$ cat config.mk
export PLATFORM = sky130hd
export DESIGN_NAME = ldr_regs
export DESIGN_NICKNAME = d
export VERILOG_FILES = /design/src/logic/ldr_pkg.sv /design/src/logic/ldr_sync.sv /design/src/logic/ldr_i2c_bits.sv /design/src/logic/ldr_regs.sv
export SDC_FILE = /design/constraint.sdc
export NUM_CORES = 1
export LEC_CHECK = 0
export BUFFER_PORTS_ARGS = -buffer_cell sky130_fd_sc_hd__buf_4
export CORE_MARGIN = 2
export CORE_UTILIZATION = 60
export DETAILED_ROUTE_END_ITERATION = 8
export PLACE_DENSITY = 0.85
export SYNTH_ARGS = -nofsm -noshare
export SYNTH_HDL_FRONTEND = slang
export SYNTH_SLANG_ARGS = --single-unit
$ cat constraint.sdc
create_clock -name mclk -period 10.5 [get_ports mclk]
set_input_delay 1.575 -clock mclk [delete_from_list [all_inputs] [get_ports mclk]]
set_output_delay 1.575 -clock mclk [all_outputs]
set_load 0.02 [all_outputs]
$ cat src/logic/ldr_pkg.sv
// shared constants for the led driver status, id and configuration slice
package ldr_pkg;

  // ****************************************************************
  // register offsets (command byte values)
  // ****************************************************************
  localparam logic [7:0] STATUS_OFS = 8'h02; // fault and state flags
  localparam logic [7:0] IDENT_OFS  = 8'h03; // identification word
  localparam logic [7:0] DC_OFS     = 8'h07; // dc current level
  localparam logic [7:0] CFG_OFS    = 8'h08; // driver configuration

  // ****************************************************************
  // reset values
  // ****************************************************************
  localparam logic [7:0] STATUS_RST = 8'h00; // no fault latched
  localparam logic [7:0] DC_RST     = 8'hff; // full dc current
  localparam logic [7:0] CFG_RST    = 8'h1f; // 600 khz, 5.8 v threshold

  // ****************************************************************
  // status field positions
  // ****************************************************************
  localparam int ST_TWO_CH_BIT = 5; // two channels shut down
  localparam int ST_ONE_CH_BIT = 4; // one channel shut down
  localparam int ST_BL_BIT     = 3; // backlight on
  localparam int ST_OVC_BIT    = 2; // input overcurrent
  localparam int ST_THERM_BIT  = 1; // thermal trip
  localparam int ST_FAULT_BIT  = 0; // sticky summary

  // ****************************************************************
  // identification word layout
  // ****************************************************************
  localparam int         ID_MARK_BIT  = 7;    // led driver marker
  localparam logic       ID_MARK_VAL  = 1'b1; // marker always one
  localparam int         ID_MAKER_LSB = 3;    // maker code low bit
  localparam int         ID_MAKER_W   = 4;    // maker code width
  localparam int         ID_REV_W     = 3;    // revision width
  localparam logic [3:0] MAKER_NONE   = 4'hf; // code not implemented
  localparam logic [2:0] REV_FIRST    = 3'h0; // first released silicon

  // ****************************************************************
  // configuration word layout
  // ****************************************************************
  localparam int CFG_DIRECT_BIT = 7; // direct dimming passthrough
  localparam int CFG_FSW_BIT    = 2; // 1 = 600 khz, 0 = 1.2 mhz
  localparam int CFG_VSC_HI     = 1; // short threshold select msb
  localparam int CFG_VSC_LO     = 0; // short threshold select lsb

  // ****************************************************************
  // serial link
  // ****************************************************************
  localparam logic [3:0] BIT_IDLE = 4'hf; // before first data bit
  localparam logic [3:0] BIT_ACK  = 4'h8; // ninth (ack) slot
  localparam logic [3:0] BIT_LAST = 4'h7; // last data bit
  localparam int         SYNC_STAGES = 2; // dimming input synchroniser

  // transaction phases of the byte protocol
  typedef enum logic [2:0] {
    LDR_IDLE, LDR_ADDR, LDR_CMD, LDR_WDATA, LDR_RDATA, LDR_SKIP
  } ldr_xfer_e;

endpackage

$ cat src/logic/ldr_sync.sv
// two-flop synchroniser for an asynchronous level
`timescale 1ns/10ps
module ldr_sync #(
  parameter int STAGES = 2 // number of flops in the chain
) (
  input  wire logic mclk,    // system clock
  input  wire logic sys_rst, // synchronous reset, active high
  input  wire logic async_in, // level from outside
  output logic      sync_out  // level in mclk domain
);

  // ****************************************************************
  // chain
  // ****************************************************************
  logic [STAGES-1:0] chain_q; // first stage read only by the second
  logic [STAGES-1:0] chain_d; // next chain value

  // shift one stage per clock
  always_comb begin
    chain_d = {chain_q[STAGES-2:0], async_in};
  end

  // register the chain
  always_ff @(posedge mclk) begin
    if (sys_rst) begin
      chain_q <= '0;
    end else begin
      chain_q <= chain_d;
    end
  end

  assign sync_out = chain_q[STAGES-1]; // last stage only

endmodule

$ cat src/logic/ldr_i2c_bits.sv
// bit-level engine for the two-wire serial register link
`timescale 1ns/10ps
module ldr_i2c_bits (
  input  wire logic       mclk,       // system clock
  input  wire logic       sys_rst,    // synchronous reset
  input  wire logic       scl_in,     // serial clock level
  input  wire logic       sda_in,     // serial data level
  input  wire logic       ack_en,     // pull data low in ack slot
  input  wire logic       tx_en,      // device sends data bits
  input  wire logic [7:0] tx_byte,    // byte to send, msb first
  output logic            sda_out,    // open drain: always low
  output logic            sda_oe,     // high while pulling low
  output logic            start_seen, // start or repeated start
  output logic            stop_seen,  // stop condition
  output logic            byte_done,  // pulse: rx_byte valid
  output logic            ack_done,   // pulse: ack slot sampled
  output logic            master_ack, // host acked our byte
  output logic      [7:0] rx_byte     // last received byte
);

  // ****************************************************************
  // state
  // ****************************************************************
  logic       scl_q, sda_q;           // previous line samples
  logic [3:0] cnt_q, cnt_d;           // bit slot, idle before first
  logic [7:0] shift_q, shift_d;       // incoming bits
  logic       drive_q, drive_d;       // data line pulled low
  logic       bdone_q, bdone_d;       // byte received pulse
  logic       adone_q, adone_d;       // ack sampled pulse
  logic       mack_q, mack_d;         // host ack value
  logic [7:0] rx_q, rx_d;             // completed byte
  logic [3:0] nxt;                    // slot after falling edge
  logic [2:0] idx;                    // tx bit for next slot
  logic       scl_rise, scl_fall;     // clock edges

  assign scl_rise   = scl_in & ~scl_q;
  assign scl_fall   = ~scl_in & scl_q;
  // data moving while the clock stays high frames a transfer
  assign start_seen = scl_in & scl_q & sda_q & ~sda_in;
  assign stop_seen  = scl_in & scl_q & ~sda_q & sda_in;
  assign nxt = (cnt_q == ldr_pkg::BIT_ACK || cnt_q == ldr_pkg::BIT_IDLE)
               ? 4'h0 : cnt_q + 4'h1;
  assign idx = 3'(ldr_pkg::BIT_LAST - nxt);

  // next bit, shift and drive decisions
  always_comb begin
    cnt_d   = cnt_q;
    shift_d = shift_q;
    drive_d = drive_q;
    bdone_d = 1'b0;
    adone_d = 1'b0;
    mack_d  = mack_q;
    rx_d    = rx_q;
    if (start_seen || stop_seen) begin
      cnt_d   = ldr_pkg::BIT_IDLE;  // wait for first falling edge
      drive_d = 1'b0;               // release line at framing
    end else if (scl_rise && cnt_q < ldr_pkg::BIT_ACK) begin
      shift_d = {shift_q[6:0], sda_in};
      if (cnt_q == ldr_pkg::BIT_LAST) begin
        rx_d    = {shift_q[6:0], sda_in};
        bdone_d = 1'b1;
      end
    end else if (scl_rise && cnt_q == ldr_pkg::BIT_ACK) begin
      mack_d  = ~sda_in;            // low means acknowledge
      adone_d = 1'b1;
    end else if (scl_fall) begin
      cnt_d = nxt;
      // change the data line only while the clock is low
      if (nxt == ldr_pkg::BIT_ACK) begin
        drive_d = ack_en;
      end else begin
        drive_d = tx_en & ~tx_byte[idx];
      end
    end
  end

  // register engine state
  always_ff @(posedge mclk) begin
    if (sys_rst) begin
      scl_q   <= 1'b1;
      sda_q   <= 1'b1;
      cnt_q   <= ldr_pkg::BIT_IDLE;
      shift_q <= 8'h00;
      drive_q <= 1'b0;
      bdone_q <= 1'b0;
      adone_q <= 1'b0;
      mack_q  <= 1'b0;
      rx_q    <= 8'h00;
    end else begin
      scl_q   <= scl_in;
      sda_q   <= sda_in;
      cnt_q   <= cnt_d;
      shift_q <= shift_d;
      drive_q <= drive_d;
      bdone_q <= bdone_d;
      adone_q <= adone_d;
      mack_q  <= mack_d;
      rx_q    <= rx_d;
    end
  end

  assign sda_out    = 1'b0;
  assign sda_oe     = drive_q;
  assign byte_done  = bdone_q;
  assign ack_done   = adone_q;
  assign master_ack = mack_q;
  assign rx_byte    = rx_q;

endmodule

$ cat src/logic/ldr_regs.sv
// status, identification, dc level and configuration register slice
`timescale 1ns/10ps

// Functional notes
// - id word: marker, maker code, revision
// - id bits read-only, marker always one
// - maker code encoding, 15 means none
// - revision starts at zero, then increments
// - status bit 5: two channels shut down
// - status bit 4: one channel shut down
// - status bit 3: backlight on indicator
// - status bit 2: input overcurrent
// - status bit 1: thermal trip
// - status bit 0: or of all faults
// - summary sticky; clear by toggle or write zero
// - status reserved bits read zero, ignore writes
// - dc level 8-bit read/write, live change
// - dc write leaves pwm setting untouched
// - dc read returns level in effect
// - dc level resets to maximum
// - brightness is dc times pwm, 16 bits
// - configuration resets to documented default
// - rate select: 1 slow, 0 fast
// - short threshold select, zero disables
// - direct option passes synced external dimming
module ldr_regs #(
  parameter logic [6:0] DEV_ADDR = 7'h2c, // serial device address
  // arbitrary neutral maker code, not a real vendor assignment
  parameter logic [3:0] MAKER_CODE = 4'h5,
  parameter logic [2:0] REVISION   = ldr_pkg::REV_FIRST
) (
  input  wire logic        mclk,                         // 10 mhz clock
  input  wire logic        sys_rst,                      // sync reset
  input  wire logic        scl_in,                       // serial clock
  input  wire logic        sda_in,                       // serial data in
  output logic             sda_out,                      // data out level
  output logic             sda_oe,                       // data pull low
  input  wire logic        two_channel_shutdown_flag,    // fault input
  input  wire logic        single_channel_shutdown_flag, // fault input
  input  wire logic        backlight_on_indicator,       // state input
  input  wire logic        input_overcurrent_flag,       // fault input
  input  wire logic        thermal_trip_flag,            // fault input
  input  wire logic        backlight_enable_control,     // control bit
  input  wire logic [7:0]  pwm_duty_level,               // pwm setting
  input  wire logic        internal_dimming_pwm,         // internal pwm
  input  wire logic        external_dimming_input,       // pwm pin
  output logic      [7:0]  dc_current_level_field,       // dc level
  output logic             switching_rate_select,        // boost rate
  output logic      [1:0]  short_threshold_select,       // short level
  output logic             direct_dimming_passthrough,   // direct mode
  output logic             dimming_drive,                // sink gate
  output logic      [15:0] combined_brightness           // dc x pwm
);

  // ****************************************************************
  // serial engine
  // ****************************************************************
  logic       start_seen;  // start or repeated start
  logic       stop_seen;   // stop condition
  logic       byte_done;   // received byte pulse
  logic       ack_done;    // ack slot sampled pulse
  logic       master_ack;  // host acked a read byte
  logic [7:0] rx_byte;     // received byte
  logic       ack_q;       // acknowledge the current byte
  logic       ack_d;       // next acknowledge
  logic [7:0] tx_q;        // byte being read out
  logic [7:0] tx_d;        // next read byte
  ldr_pkg::ldr_xfer_e st_q; // transaction phase
  ldr_pkg::ldr_xfer_e st_d; // next phase

  ldr_i2c_bits u_bits (
    .mclk       (mclk),
    .sys_rst    (sys_rst),
    .scl_in     (scl_in),
    .sda_in     (sda_in),
    .ack_en     (ack_q),
    .tx_en      (st_q == ldr_pkg::LDR_RDATA),
    .tx_byte    (tx_q),
    .sda_out    (sda_out),
    .sda_oe     (sda_oe),
    .start_seen (start_seen),
    .stop_seen  (stop_seen),
    .byte_done  (byte_done),
    .ack_done   (ack_done),
    .master_ack (master_ack),
    .rx_byte    (rx_byte)
  );

  // ****************************************************************
  // register state
  // ****************************************************************
  logic [7:0] cmd_q, cmd_d;     // register pointer (command byte)
  logic [7:0] dc_q, dc_d;       // dc current level
  logic [7:0] cfg_q, cfg_d;     // configuration word
  logic       fault_q, fault_d; // sticky summary fault
  logic       blc_q, blc_d;     // last backlight enable value
  logic [15:0] prod_q, prod_d;  // registered brightness product
  logic       any_fault;        // any live fault condition
  logic       fault_clr;        // summary clear request
  logic       wr_strobe;        // register write this cycle
  logic [7:0] ident_word;       // fixed identification word
  logic [7:0] status_word;      // assembled status word
  logic [7:0] rd_data;          // read mux for cmd_d target
  logic       ext_sync;         // synchronised external dimming

  // ****************************************************************
  // read side
  // ****************************************************************
  // id word is constant wiring, so writes can never touch it
  always_comb begin
    ident_word = 8'h00;
    ident_word[ldr_pkg::ID_MARK_BIT] = ldr_pkg::ID_MARK_VAL;
    ident_word[ldr_pkg::ID_MAKER_LSB +: ldr_pkg::ID_MAKER_W] =
      MAKER_CODE;
    ident_word[ldr_pkg::ID_REV_W-1:0] = REVISION;
  end

  // live flags except bit 0; upper bits left at zero
  always_comb begin
    status_word = ldr_pkg::STATUS_RST;
    status_word[ldr_pkg::ST_TWO_CH_BIT] =
      two_channel_shutdown_flag;
    status_word[ldr_pkg::ST_ONE_CH_BIT] =
      single_channel_shutdown_flag;
    status_word[ldr_pkg::ST_BL_BIT] = backlight_on_indicator;
    status_word[ldr_pkg::ST_OVC_BIT] = input_overcurrent_flag;
    status_word[ldr_pkg::ST_THERM_BIT] = thermal_trip_flag;
    status_word[ldr_pkg::ST_FAULT_BIT] = fault_q;
  end

  // select read data for the register named by the next pointer
  always_comb begin
    unique case (cmd_d)
      ldr_pkg::STATUS_OFS: rd_data = status_word;
      ldr_pkg::IDENT_OFS:  rd_data = ident_word;
      ldr_pkg::DC_OFS:     rd_data = dc_q;
      ldr_pkg::CFG_OFS:    rd_data = cfg_q;
      default:             rd_data = 8'h00; // outside this slice
    endcase
  end

  // ****************************************************************
  // transaction sequencer
  // ****************************************************************
  // address, command, then data bytes; reads return the pointed word
  always_comb begin
    st_d  = st_q;
    ack_d = ack_q;
    tx_d  = tx_q;
    cmd_d = cmd_q;
    wr_strobe = 1'b0;
    if (ack_done) begin
      ack_d = 1'b0; // release after the ack slot
    end
    if (stop_seen) begin
      st_d  = ldr_pkg::LDR_IDLE;
      ack_d = 1'b0;
    end else if (start_seen) begin
      st_d  = ldr_pkg::LDR_ADDR; // repeated start also lands here
      ack_d = 1'b0;
    end else begin
      unique case (st_q)
        ldr_pkg::LDR_IDLE, ldr_pkg::LDR_SKIP: begin
          // wait for the next start
        end
        ldr_pkg::LDR_ADDR: begin
          if (byte_done) begin
            if (rx_byte[7:1] != DEV_ADDR) begin
              st_d = ldr_pkg::LDR_SKIP; // not ours, stay silent
            end else if (rx_byte[0]) begin
              st_d  = ldr_pkg::LDR_RDATA;
              ack_d = 1'b1;
              tx_d  = rd_data;          // snapshot at address time
            end else begin
              st_d  = ldr_pkg::LDR_CMD;
              ack_d = 1'b1;
            end
          end
        end
        ldr_pkg::LDR_CMD: begin
          if (byte_done) begin
            cmd_d = rx_byte;            // pointer for data or read
            ack_d = 1'b1;
            st_d  = ldr_pkg::LDR_WDATA;
          end
        end
        ldr_pkg::LDR_WDATA: begin
          if (byte_done) begin
            wr_strobe = 1'b1;           // extra bytes rewrite same word
            ack_d     = 1'b1;
          end
        end
        ldr_pkg::LDR_RDATA: begin
          if (ack_done) begin
            if (master_ack) begin
              tx_d = rd_data;           // host wants another copy
            end else begin
              st_d = ldr_pkg::LDR_SKIP; // host ended the read
            end
          end
        end
      endcase
    end
  end

  // ****************************************************************
  // register writes and sticky fault
  // ****************************************************************
  // toggle of the enable, or a zero written to bit 0, clears summary
  assign any_fault = two_channel_shutdown_flag
                   | single_channel_shutdown_flag
                   | input_overcurrent_flag
                   | thermal_trip_flag;
  assign fault_clr = (backlight_enable_control != blc_q)
                   | (wr_strobe && cmd_q == ldr_pkg::STATUS_OFS
                      && !rx_byte[ldr_pkg::ST_FAULT_BIT]);

  // storage updates; only dc and configuration take data
  always_comb begin
    dc_d  = dc_q;
    cfg_d = cfg_q;
    blc_d = backlight_enable_control;
    // a live fault sets in the same cycle as any clear
    fault_d = (fault_q & ~fault_clr) | any_fault;
    if (wr_strobe) begin
      unique case (cmd_q)
        ldr_pkg::DC_OFS:  dc_d  = rx_byte;
        ldr_pkg::CFG_OFS: cfg_d = rx_byte;
        default: begin
          // id and status data bits are read-only here
        end
      endcase
    end
    // product of both dimming levels, 8 x 8 gives 16 bits
    prod_d = 16'(dc_q) * 16'(pwm_duty_level);
  end

  // register everything; reset loads documented defaults
  always_ff @(posedge mclk) begin
    if (sys_rst) begin
      st_q    <= ldr_pkg::LDR_IDLE;
      ack_q   <= 1'b0;
      tx_q    <= 8'h00;
      cmd_q   <= 8'h00;
      dc_q    <= ldr_pkg::DC_RST;
      cfg_q   <= ldr_pkg::CFG_RST;
      fault_q <= ldr_pkg::STATUS_RST[ldr_pkg::ST_FAULT_BIT];
      blc_q   <= 1'b0;
      prod_q  <= 16'h0000;
    end else begin
      st_q    <= st_d;
      ack_q   <= ack_d;
      tx_q    <= tx_d;
      cmd_q   <= cmd_d;
      dc_q    <= dc_d;
      cfg_q   <= cfg_d;
      fault_q <= fault_d;
      blc_q   <= blc_d;
      prod_q  <= prod_d;
    end
  end

  // ****************************************************************
  // dimming path
  // ****************************************************************
  // external pin is asynchronous; costs two clocks of delay
  ldr_sync #(
    .STAGES (ldr_pkg::SYNC_STAGES)
  ) u_ext_sync (
    .mclk     (mclk),
    .sys_rst  (sys_rst),
    .async_in (external_dimming_input),
    .sync_out (ext_sync)
  );

  // direct option bypasses the internal pwm entirely
  assign dimming_drive = cfg_q[ldr_pkg::CFG_DIRECT_BIT]
                         ? ext_sync : internal_dimming_pwm;

  // ****************************************************************
  // analog control outputs
  // ****************************************************************
  // bits 6..3 are kept only for read back; bits 5..3 rely on host
  assign dc_current_level_field = dc_q;
  assign switching_rate_select  = cfg_q[ldr_pkg::CFG_FSW_BIT];
  assign short_threshold_select =
    cfg_q[ldr_pkg::CFG_VSC_HI:ldr_pkg::CFG_VSC_LO];
  assign direct_dimming_passthrough = cfg_q[ldr_pkg::CFG_DIRECT_BIT];
  assign combined_brightness    = prod_q;

endmodule

### After elaboration in Yosys (flattened, before gate mapping)

Index checks and enable logic that the tools add are counted.

| word-level totals | value |
|---|---|
| register bits | 81 |
| input port bits | 20 |
| output and inout bits | 31 |
| word-level logic and storage cells | 138 |

| operators by class | value |
|---|---|
| add/subtract/negate cells | 2 |
| multiply operators | 1 |
| magnitude comparators | 2 |
| equal/unequal tests | 28 |
| mux-type cells | 35 |
| bitwise logic cells | 25 |
| reductions and logical operators | 25 |

Operators by type and width:

| kind | count |
|---|---|
| 8-bit 2-to-1 mux | 9 |
| 8-bit case mux with 4 select lines | 1 |
| 8-bit by 2-bit == test with 1-bit output (second input constant) | 3 |
| 3-bit 2-to-1 mux | 6 |
| 8-bit by 3-bit == test with 1-bit output (second input constant) | 2 |
| 8-bit by 4-bit == test with 1-bit output (second input constant) | 2 |
| 8-bit by 8-bit multiplier with 16-bit output | 1 |
| 8-bit case mux with 2 select lines | 1 |
| 1-bit 2-to-1 mux | 14 |
| 4-bit == test (second input constant) | 3 |
| 1-bit inverter | 11 |
| 5-bit AND reduction | 2 |
| 1-bit bitwise AND | 9 |
| 3-bit case mux with 3 select lines | 1 |
| 3-bit AND reduction | 3 |
| 3-bit OR reduction | 3 |
| 2-bit != test (second input constant) | 4 |
| 8-bit AND reduction | 1 |
| 7-bit by 6-bit != test with 1-bit output (second input constant) | 1 |
| 3-bit by 2-bit == test with 1-bit output (second input constant) | 2 |
| 2-bit by 1-bit != test with 1-bit output (second input constant) | 3 |
| 3-bit by 1-bit != test with 1-bit output (second input constant) | 2 |
| 3-bit != test (second input constant) | 2 |
| 2-bit AND reduction | 3 |
| 19 further kinds | 29 |

### Depth between registers and ports, before layout

Gate-level depths: netlist of the first run.

| logic depth | value |
|---|---|
| depth in word-level cells | 11 |
| depth in mapped cells | 15 |
| gate-level depth less buffers | 15 |

### Cells and area by module

A second synthesis of the first run with hierarchy kept.

| unflattened totals | value |
|---|---|
| cell total of the unflattened synthesis | 622 |
| area, all modules | 5,601.6 µm² |

By module, submodules not included:

| module | instances | cells an instance | area an instance (µm²) |
|---|---|---|---|
| ldr_regs | 1 | 487 | 4,340.4 |
| ldr_i2c_bits | 1 | 131 | 1,208.7 |
| ldr_sync | 1 | 4 | 52.6 |

### Worst setup path before layout of the first run

Ideal clock, no wire load.

| timing path | value |
|---|---|
| path type | input to register |
| from | input pwm_duty_level[7] |
| to | register prod_q[13], in the netlist combined_brightness[13] |
| setup time | 0.121 ns |
| arrival | 5.185 ns |
| slack | 5.194 ns |
| stages | 12 |
| path buffers | 0 |
| path through | and2_1 fa_1 fa_1 fa_1 inv_1 fa_1 inv_1 ha_1 or3_1 o31ai_2 o21ai_0 mux2_2 |

| between the ends | value |
|---|---|
| cells in the longest elaborated chain, start to end | 1 |

RTL lines:

| element | line | source |
|---|---|---|
| start: declaration | ldr_regs.sv:44 | `input wire logic [7:0] pwm_duty_level,` |
| 8-bit by 8-bit multiplier with 16-bit output | ldr_regs.sv:235 | `prod_d = 16'(dc_q) * 16'(pwm_duty_level);` |
| end signal: assignment | ldr_regs.sv:259 | `prod_q <= prod_d;` |
| end: declaration | ldr_regs.sv:97 | `logic [15:0] prod_q, prod_d;` |

No other way between the ends.
A chain may end at the register's enable or synchronous reset.

### Worst setup path after layout of the first run

Same ends and word-level chain as after synthesis.

==> results of run 1 <==
## cell usage after synthesis, types with 4 or more instances
library cell  number
clkbuf_1          17
ha_1              38
buf_2              5
nor3_1            11
mux2_2             4
mux2i_1           44
nand2b_1           6
nand3_1           14
and2_1            54
o2bb2ai_1          6
inv_1             55
dfxtp_1           81
xor2_1             7
o21a_1             6
nand2_1           50
buf_1              4
nor2_1            52
o211ai_1           5
nor3b_1            6
nor2b_1           12
fa_1              36
o21ai_0           19
a222oi_1           4
a21oi_1           19
## layout make-up
type | instances | area [um^2] | share of cell area
Multi-Input combinational cell | 461 | 3720 | 0.591
Sequential cell | 81 | 1620 | 0.257
Timing Repair Buffer | 50 | 375 | 0.0596
Inverter | 55 | 206 | 0.0328
Tap cell | 129 | 161 | 0.0256
Clock buffer | 12 | 145 | 0.0230
Clock inverter | 3 | 65.1 | 0.0103
## cells by family after synthesis
logic type,share of synthesized area
other,0.000656
AND/OR/NAND/NOR,0.225
adder cells (fa/ha/maj),0.209
AO/OA/AOI/OAI,0.113
XOR/XNOR,0.0123
flip-flops,0.284
multiplexers,0.0915
buffers and inverters,0.0642
## critical path: stages
cell and delay [ns]:
buf_4 0.14, and2_1 0.17, fa_1 0.51, fa_1 0.52, fa_1 0.54, inv_1 0.05
fa_1 0.53, inv_1 0.04, ha_1 0.24, or3_1 0.40, o31ai_2 0.41, o21ai_0 0.21
mux2_2 0.30
## cells in the final DEF, fill, tap and decap left out, types with 3 or more instances in the layout
cell type | synthesis | final
dfxtp_1 | 81 | 81
inv_1 | 55 | 55
and2_1 | 54 | 54
nor2_1 | 52 | 52
nand2_1 | 50 | 50
buf_4 | 3 | 50
mux2i_1 | 44 | 44
ha_1 | 38 | 38
fa_1 | 36 | 36
o21ai_0 | 19 | 19
a21oi_1 | 19 | 19
nand3_1 | 14 | 14
nor2b_1 | 12 | 12
nor3_1 | 11 | 11
clkbuf_8 | 0 | 10
xor2_1 | 7 | 7
nor3b_1 | 6 | 6
nand2b_1 | 6 | 6
o21a_1 | 6 | 6
o2bb2ai_1 | 6 | 6
o211ai_1 | 5 | 5
mux2_2 | 4 | 4
a222oi_1 | 4 | 4
nand3b_1 | 3 | 3
and3b_1 | 3 | 3
or3_1 | 3 | 3
a211oi_1 | 3 | 3
or2_2 | 3 | 3
## state kept, by name, indices dropped and copies added, names as in the netlist
name / count
ack_q: 1
blc_q: 1
cfg_q: 8
cmd_q: 8
combined_brightness: 16
dc_current_level_field: 8
fault_q: 1
st_q: 3
tx_q: 8
u_bits.ack_done: 1
u_bits.byte_done: 1
u_bits.cnt_q: 4
u_bits.master_ack: 1
u_bits.rx_byte: 8
u_bits.scl_q: 1
u_bits.sda_oe: 1
u_bits.sda_q: 1
u_bits.shift_q: 7
u_ext_sync.chain_q: 2
## final timing paths
path | end | depth (start not counted) | slack, ns
worst min register to register | u_ext_sync.chain_q[1] | 1 | 0.45
worst max register to register | combined_brightness[13] | 12 | 5.80
worst min-delay path | u_ext_sync.chain_q[1] | 1 | 0.45
worst max-delay path | combined_brightness[13] | 13 | 5.11
## report_power, final
group / switching, W / leakage (nW) / internal (W) / total [W]
Clock: 0.000106 / 0.106 / 0.000139 / 0.000245
Sequential: 0.0000121 / 0.660 / 0.000334 / 0.000346
Combinational: 0.000347 / 1.93 / 0.000248 / 0.000595
Total: 0.000465 / 2.69 / 0.000720 / 0.00119
## routing by layer
layer  global-route usage  share of wire
met3               0.0669          0.063
met4               0.0624          0.011
met1                0.358           0.45
met5                    0              0
met2                0.425           0.48
## stage by stage
stage | cell area (um^2) | setup slack [ns] | cells | total power [W]
finish | 6300 | 5.11 | 791 | 0.00119
global route | 6300 | 4.97 | 791 | 0.00128
CTS | 6300 | 5.14 | 791 | 0.00118
detailed placement | 6090 | 4.77 | 776 | 0.000937
global placement | 6090 | 4.92 | 776 | 0.000904
floorplan | 5710 | 5.19 | 629 | 0.000790
==> flow_summary_export.csv, run 1 <==
group,metric,value,unit
outcome,status,"finished clean",
worst_setup_path,rr_startpoint,"dc_current_level_field[4]",
drt,avgRoutedWirePerCell,16.0,um
sta,finalCriticalPeriod,5.39,ns
synth,syn-instance-count,629,
die,die_height,102,um
worst_setup_path,worstSetupStartpoint,"pwm_duty_level[7]",
synth,seq_area_frac_synth,0.284,
place,io_buffers,49,
layout,syn_to_final_growth,10.3,%
power_and_ir_drop,vdd_drop_max,0.178,mV
worst_setup_path,cp_max_fo,8,
sta,finalHoldViolCount,0,
synth,synth_cell_types,70,
clock_network,post_cts_resized,0,
power_and_ir_drop,leakagePower,2.69,nW
die,io_pins,51,
min_path,hp-class,"reg -> reg",
drt,wirelength,12700,um
worst_setup_path,worstPathArrival,5.63,ns
synth,synthArstFlopShare,0,
drt,via_per_inst,5.76,
sta,fin_setup_tns,0,ns
grt,grt_pass1_vias,4436,
clock_network,cts_buffer_depth,2,
sta,timing.final.crit_share,0.513,
layout,antenna_cells,0,
synth,synth_area,5710,um^2
sta,clock.fmax,0.186,GHz
clock_network,post_cts_buffers,0,
die,core,9240,um^2
sta,slew_violations,0,
min_path,hold_start,"u_ext_sync.chain_q[0]",
die,die_w,102,um
clock_network,h-tree-depth,3,
grt,overflow,0,
sta,clock-skew-final,0.00412,ns
place,gp_congestion,0.876,
layout,fin_util,0.682,
synth,ys.flop_type,"dfxtp_1",
layout,nets,752,
synth,synthTopCellsByArea,"dfxtp_1 (28%), fa_1 (13%), ha_1 (8.3%)",
place,hpwl,9270,um
synth,synth_top_area_share,0.284,
clock_network,cts_hold_buf,0,
synth,ys_ff_latch,81,
synth,syn_nets,723,
worst_setup_path,end_kind,"flop",
clock_network,clk_latency,0.35,ns
synth,syn_area_per_cell,9.08,um^2
worst_setup_path,worst-setup-path-type,"in -> reg",
sta,worst_pin_slew,0.689,ns
worst_setup_path,crit_required,10.74,ns
clock_network,cts_buffers,9,
die,rows,35,
grt,antenna_found_initial,0,
grt,track_usage,0.264,
die,die-area,10300,um^2
clock_network,cts_root_buf,"clkbuf_8",
job,cap_violations,0,
clock_network,cts_sinks,81,
drt,drcViolationCount,0,
synth,yosys_warnings,0,
worst_setup_path,cp-start-kind,"primary input",
drt,ant_nets,0,
drt,initialDrtViolationCount,305,
synth,synth_edf_count,0,
layout,nFillCells,754,
die,start_util,0.618,
clock_network,cts_tree,"done",
sta,timing.hold.ws,0.454,ns
grt,grt_pass1_wl,21500,um
power_and_ir_drop,power_density,188,nW/um^2
clock_network,cts.clk_slew.worst_paths,0.08,ns
sta,finalSetupViolCount,0,
layout,drive_above_1_share,0.128,
drt,drtPass1Iterations,5,
grt,grt_max_degree,55,
drt,num_vias,4555,
sta,maxSlewHeadroom,0.539,
synth,synth_top_area_cell,"dfxtp_1",
sta,grt_setup_unrepaired,"false",
(Power assumes the default switching activity.)
==> run 2: changes to the inputs <==
==> constraint.sdc (replaced) <==
create_clock -name mclk -period 5.2 [get_ports mclk]
set_input_delay 0.78 -clock mclk [delete_from_list [all_inputs] [get_ports mclk]]
set_output_delay 0.78 -clock mclk [all_outputs]
set_load 0.02 [all_outputs]
==> flow_summary_export.csv, run 2 (synthesized netlist as in run 1, its figures left out) <==
group,metric,value,unit
layout,nFillCells,755,
worst_setup_path,rr_startpoint,"dc_current_level_field[1]",
min_path,hold_start,"u_ext_sync.chain_q[0]",
die,io_pins,51,
worst_setup_path,cp-start-kind,"flop",
clock_network,cts_tree,"done",
place,hpwl,9320,um
clock_network,cts_buffers,9,
worst_setup_path,cp_max_fo,11,
sta,clock.fmax,0.216,GHz
min_path,hp-class,"reg -> reg",
sta,timing.hold.ws,0.467,ns
sta,slew_violations,0,
layout,nets,754,
drt,ant_nets,0,
job,cap_violations,0,
clock_network,cts_buffer_depth,2,
worst_setup_path,worst-setup-path-type,"reg -> reg",
power_and_ir_drop,leakagePower,2.70,nW
sta,timing.final.crit_share,0.888,
worst_setup_path,reg2reg_depth,14,
layout,antenna_cells,0,
clock_network,clk_latency,0.36,ns
die,die_height,102,um
sta,clock-skew-final,0.00758,ns
clock_network,h-tree-depth,3,
sta,worst_pin_slew,0.695,ns
clock_network,cts_root_buf,"clkbuf_8",
sta,fin_setup_tns,0,ns
worst_setup_path,worstSetupStartpoint,"dc_current_level_field[1]",
power_and_ir_drop,clkPwrFrac,0.205,
grt,grt_pass1_wl,21300,um
layout,layout_common_cells,"dfxtp_1 (81), inv_1 (55), and2_1 (54)",
clock_network,cts_sinks,81,
drt,via_per_inst,5.75,
clock_network,cts_hold_buf,0,
drt,drtPass1Iterations,5,
sta,finalSetupViolCount,0,
sta,finalCriticalPeriod,4.62,ns
place,gp_congestion,0.869,
place,io_buffers,49,
drt,initialDrtViolationCount,308,
worst_setup_path,crit_top_cell,"fa_1",
layout,drive_above_1_share,0.135,
power_and_ir_drop,seqPwrFrac,0.292,
power_and_ir_drop,p_int,0.00144,W
worst_setup_path,cp_slowest_stage_delay,0.66,ns
die,start_util,0.618,
place,pre_cts_ws,0.367,ns
power_and_ir_drop,p_switching,0.000949,W
drt,wirelength,12700,um
clock_network,post_cts_resized,0,
layout,instances_no_fill,794,
grt,grt_pass1_vias,4470,
die,die-area,10300,um^2
drt,avgRoutedWirePerCell,16.0,um
grt,track_usage,0.264,
sta,maxSlewHeadroom,0.535,
power_and_ir_drop,power_density,378,nW/um^2
worst_setup_path,worstPathArrival,4.88,ns
power_and_ir_drop,vdd_drop_max,0.401,mV
worst_setup_path,r2r_setup_slack,0.58,ns
power_and_ir_drop,comb_power_share,0.504,
clock_network,cts.clk_slew.worst_paths,0.08,ns
sta,finalHoldViolCount,0,
worst_setup_path,end_kind,"flop",
clock_network,post_cts_buffers,0,
drt,num_vias,4563,
layout,syn_to_final_growth,10.6,%
layout,layout_commonest_cell,"dfxtp_1",
worst_setup_path,crit_required,5.46,ns
place,place_inst,778,
worst_setup_path,crit_chain,"nand2_1 > fa_1 > fa_1 > inv_1 > fa_1 > inv_1 > fa_1 > inv_1 > ha_1 > nand3_1 > a21oi_1 > o31ai_2 > o21ai_0 > mux2_2",
grt,antenna_found_initial,0,
drt,drcViolationCount,0,
worst_setup_path,critical_path.endpoint,"combined_brightness[13]",
outcome,status,"finished clean",
sta,timing.final.ws_setup,0.580,ns
die,core,9240,um^2
layout,largest_register_ffs,16,
die,die_w,102,um
die,rows,35,
worst_setup_path,reg2reg_to,"combined_brightness[13]",
sta,grt_setup_unrepaired,"false",
grt,grt_max_degree,55,
layout,fin_util,0.684,
worst_setup_path,slowest_stage,"dfxtp_1",
power_and_ir_drop,p_sw_frac,0.398,
grt,overflow,0,
[run 2: cell count changes in the layout (fill, tap and decap cells not counted), sizes merged]
cell / previous run / this run
buf: 50 / 52
clkinvlp: 0 / 2
bufinv: 2 / 1
[run 2: metal layers]
| metal | up-vias | track usage | wire [um] |
|---|---|---|---|
| met2 | 144 | 0.426 | 5950 |
| met4 | 0 | 0.0686 | 173 |
| li1 | 2192 | - | - |
| met1 | 2210 | 0.359 | 5720 |
| met5 | - | 0 | 0 |
| met3 | 17 | 0.0573 | 861 |
[run 2: critical path: cells and delay by family (launching register included)]
kind	cells	cell delay, ns
fa+ha+maj	5	2.47
compound gates	3	0.68
buf+inv	3	0.16
flops	1	0.66
mux	1	0.29
simple gates	2	0.26
[run 2: worst min path at each step]
stage / end / slack [ns] / cells past startpoint
2_1_floorplan: u_ext_sync.chain_q[1] / 0.41 / 1
6_report: u_ext_sync.chain_q[1] / 0.47 / 1
3_3_place_gp: u_ext_sync.chain_q[1] / 0.43 / 1
5_1_grt: u_ext_sync.chain_q[1] / 0.48 / 1
4_1_cts: u_ext_sync.chain_q[1] / 0.47 / 1
3_5_place_dp: u_ext_sync.chain_q[1] / 0.45 / 1
[run 2: power by group through the flow]
stage / Clock [W] / Combinational, W / Sequential [W]
after floorplan: 0 / 0.000840 / 0.000755
after global placement: 0 / 0.00112 / 0.000711
after detailed placement: 0 / 0.00118 / 0.000709
after CTS: 0.000495 / 0.00120 / 0.000695
after global routing: 0.000522 / 0.00134 / 0.000700
final: 0.000489 / 0.00120 / 0.000696
[run 2: layout make-up]
type | count | area [um^2] | share of cell area
Clock buffer | 12 | 165 | 0.0261
Clock inverter | 4 | 50.0 | 0.00792
Inverter | 55 | 206 | 0.0327
Multi-Input combinational cell | 461 | 3720 | 0.589
Sequential cell | 81 | 1620 | 0.257
Tap cell | 129 | 161 | 0.0255
Timing Repair Buffer | 52 | 390 | 0.0618
[run 2: stage by stage]
stage | instance area, um^2 | power (W)
floorplan | 5710 | 0.00160
global placement | 6100 | 0.00183
detailed placement | 6100 | 0.00189
CTS | 6320 | 0.00239
global route | 6320 | 0.00256
finish | 6320 | 0.00239
==> run 3: changes to the inputs <==
==> constraint.sdc (replaced) <==
create_clock -name mclk -period 5 [get_ports mclk]
set_input_delay 0.75 -clock mclk [delete_from_list [all_inputs] [get_ports mclk]]
set_output_delay 0.75 -clock mclk [all_outputs]
set_load 0.02 [all_outputs]
==> flow_summary_export.csv, run 3 (synthesized netlist as in run 1, its figures left out) <==
group,metric,value,unit
layout,antenna_cells,0,
clock_network,cts_sinks,81,
die,start_util,0.618,
grt,overflow,0,
outcome,status,"finished clean",
worst_setup_path,reg2reg_depth,14,
job,cap_violations,0,
power_and_ir_drop,p_switching,0.000998,W
die,die_height,102,um
worst_setup_path,crit_family,"adder cells",
sta,finalHoldViolCount,0,
place,place_inst,780,
grt,grt_max_degree,55,
sta,clock.fmax,0.220,GHz
power_and_ir_drop,clkPwrFrac,0.225,
clock_network,post_cts_buffers,0,
worst_setup_path,r2r_setup_slack,0.45,ns
layout,instances_no_fill,795,
clock_network,h-tree-depth,3,
power_and_ir_drop,seqPwrFrac,0.282,
clock_network,cts_buffers,9,
sta,fin_setup_tns,0,ns
grt,grt_pass1_vias,4634,
drt,ant_nets,0,
clock_network,cts_hold_buf,0,
min_path,hold_path_depth,1,
sta,timing.final.crit_share,0.911,
layout,syn_to_final_growth,11.3,%
die,die_w,102,um
die,rows,35,
die,die-area,10300,um^2
sta,finalSetupViolCount,0,
worst_setup_path,cp.buffers_inverters,3,
worst_setup_path,slowest_stage,"dfxtp_1",
layout,layout_commonest_cell,"dfxtp_1",
place,hpwl,9480,um
grt,grt_pass1_wl,21800,um
drt,via_per_inst,5.89,
worst_setup_path,worstSetupStartpoint,"dc_current_level_field[1]",
sta,clock-skew-final,0.0138,ns
worst_setup_path,crit_chain,"nand2_1 > fa_1 > fa_1 > inv_1 > fa_1 > inv_1 > fa_1 > inv_1 > ha_1 > nand3_1 > a21oi_1 > o31ai_2 > o21ai_0 > mux2_2",
power_and_ir_drop,power_density,406,nW/um^2
clock_network,cts_buffer_depth,2,
worst_setup_path,worstPathArrival,4.81,ns
drt,drcViolationCount,0,
clock_network,cts_tree,"done",
power_and_ir_drop,leakagePower,2.73,nW
drt,initialDrtViolationCount,254,
worst_setup_path,cp_max_fo,11,
place,io_buffers,49,
drt,avgRoutedWirePerCell,16.5,um
clock_network,cts_root_buf,"clkbuf_8",
worst_setup_path,rr_startpoint,"dc_current_level_field[1]",
worst_setup_path,crit_top_cell,"fa_1",
grt,antenna_found_initial,0,
min_path,worstHoldEndpoint,"u_ext_sync.chain_q[1]",
layout,multi_input_area,3720,um^2
worst_setup_path,cp_slowest_stage_delay,0.63,ns
sta,slew_violations,0,
power_and_ir_drop,p_int,0.00158,W
clock_network,clk_latency,0.36,ns
power_and_ir_drop,comb_power_share,0.494,
worst_setup_path,cp-start-kind,"flop",
die,io_pins,51,
layout,largest_register_ffs,16,
sta,grt_setup_unrepaired,"false",
layout,drive_above_1_share,0.137,
sta,timing.hold.ws,0.452,ns
layout,nets,756,
power_and_ir_drop,vdd_drop_max,0.463,mV
worst_setup_path,worst-setup-path-type,"reg -> reg",
clock_network,post_cts_resized,0,
sta,finalCriticalPeriod,4.55,ns
place,pre_cts_ws,0.274,ns
min_path,hold_start,"u_ext_sync.chain_q[0]",
sta,maxSlewHeadroom,0.542,
place,gp_congestion,0.900,
layout,layout_common_cells,"dfxtp_1 (81), inv_1 (55), and2_1 (54), buf_4 (54), nor2_1 (52)",
layout,seq_area,1620,um^2
clock_network,cts.clk_slew.worst_paths,0.09,ns
drt,drtPass1Iterations,5,
sta,worst_pin_slew,0.686,ns
power_and_ir_drop,p_sw_frac,0.387,
layout,nFillCells,729,
die,core,9240,um^2
grt,track_usage,0.268,
worst_setup_path,end_kind,"flop",
worst_setup_path,reg2reg_to,"combined_brightness[13]",
min_path,hp-class,"reg -> reg",
drt,num_vias,4685,
drt,wirelength,13100,um
worst_setup_path,crit_required,5.25,ns
sta,timing.final.ws_setup,0.447,ns
## run 3: area by class of cell
class                           count  share of cell area
Multi-Input combinational cell    461               0.586
Timing Repair Buffer               54              0.0637
Clock buffer                       10              0.0216
Inverter                           55              0.0325
Tap cell                          129              0.0254
Clock inverter                      5              0.0163
Sequential cell                    81               0.255
## run 3: worst register-to-register path: stages (launching register included)
cell	delay, ns
dfxtp_1	0.63
nand2_1	0.14
fa_1	0.51
fa_1	0.55
inv_1	0.06
fa_1	0.53
inv_1	0.06
fa_1	0.53
inv_1	0.05
ha_1	0.37
nand3_1	0.10
a21oi_1	0.23
o31ai_2	0.15
o21ai_0	0.20
mux2_2	0.36
## run 3: metal layers
| metal | share of wire | global-route usage |
|---|---|---|
| met1 | 0.44 | 0.351 |
| met2 | 0.48 | 0.446 |
| met3 | 0.070 | 0.0524 |
| met4 | 0.018 | 0.0852 |
| met5 | 0 | 0 |
## run 3: power groups by stage
| stage | Clock [W] | Sequential [W] | Combinational [W] |
|---|---|---|---|
| after global routing | 0.000607 | 0.000732 | 0.00142 |
| after detailed placement | 0 | 0.000739 | 0.00125 |
| after CTS | 0.000587 | 0.000727 | 0.00126 |
| after floorplan | 0 | 0.000785 | 0.000874 |
| after global placement | 0 | 0.000740 | 0.00118 |
| final | 0.000580 | 0.000727 | 0.00127 |
## run 3: metrics by stage
step | area [um^2] | util | total power [W]
after floorplan | 5710 | - | 0.00166
after global placement | 6120 | 0.662 | 0.00192
after detailed placement | 6120 | 0.662 | 0.00199
after CTS | 6360 | 0.688 | 0.00257
after global routing | 6360 | 0.688 | 0.00276
final | 6360 | 0.688 | 0.00258
## run 3: worst max-delay path by stage
stage,depth (start not counted),to
5_1_grt,15,combined_brightness[15]
3_5_place_dp,15,combined_brightness[13]
3_3_place_gp,14,combined_brightness[13]
2_1_floorplan,12,combined_brightness[13]
6_report,14,combined_brightness[13]
4_1_cts,14,combined_brightness[13]
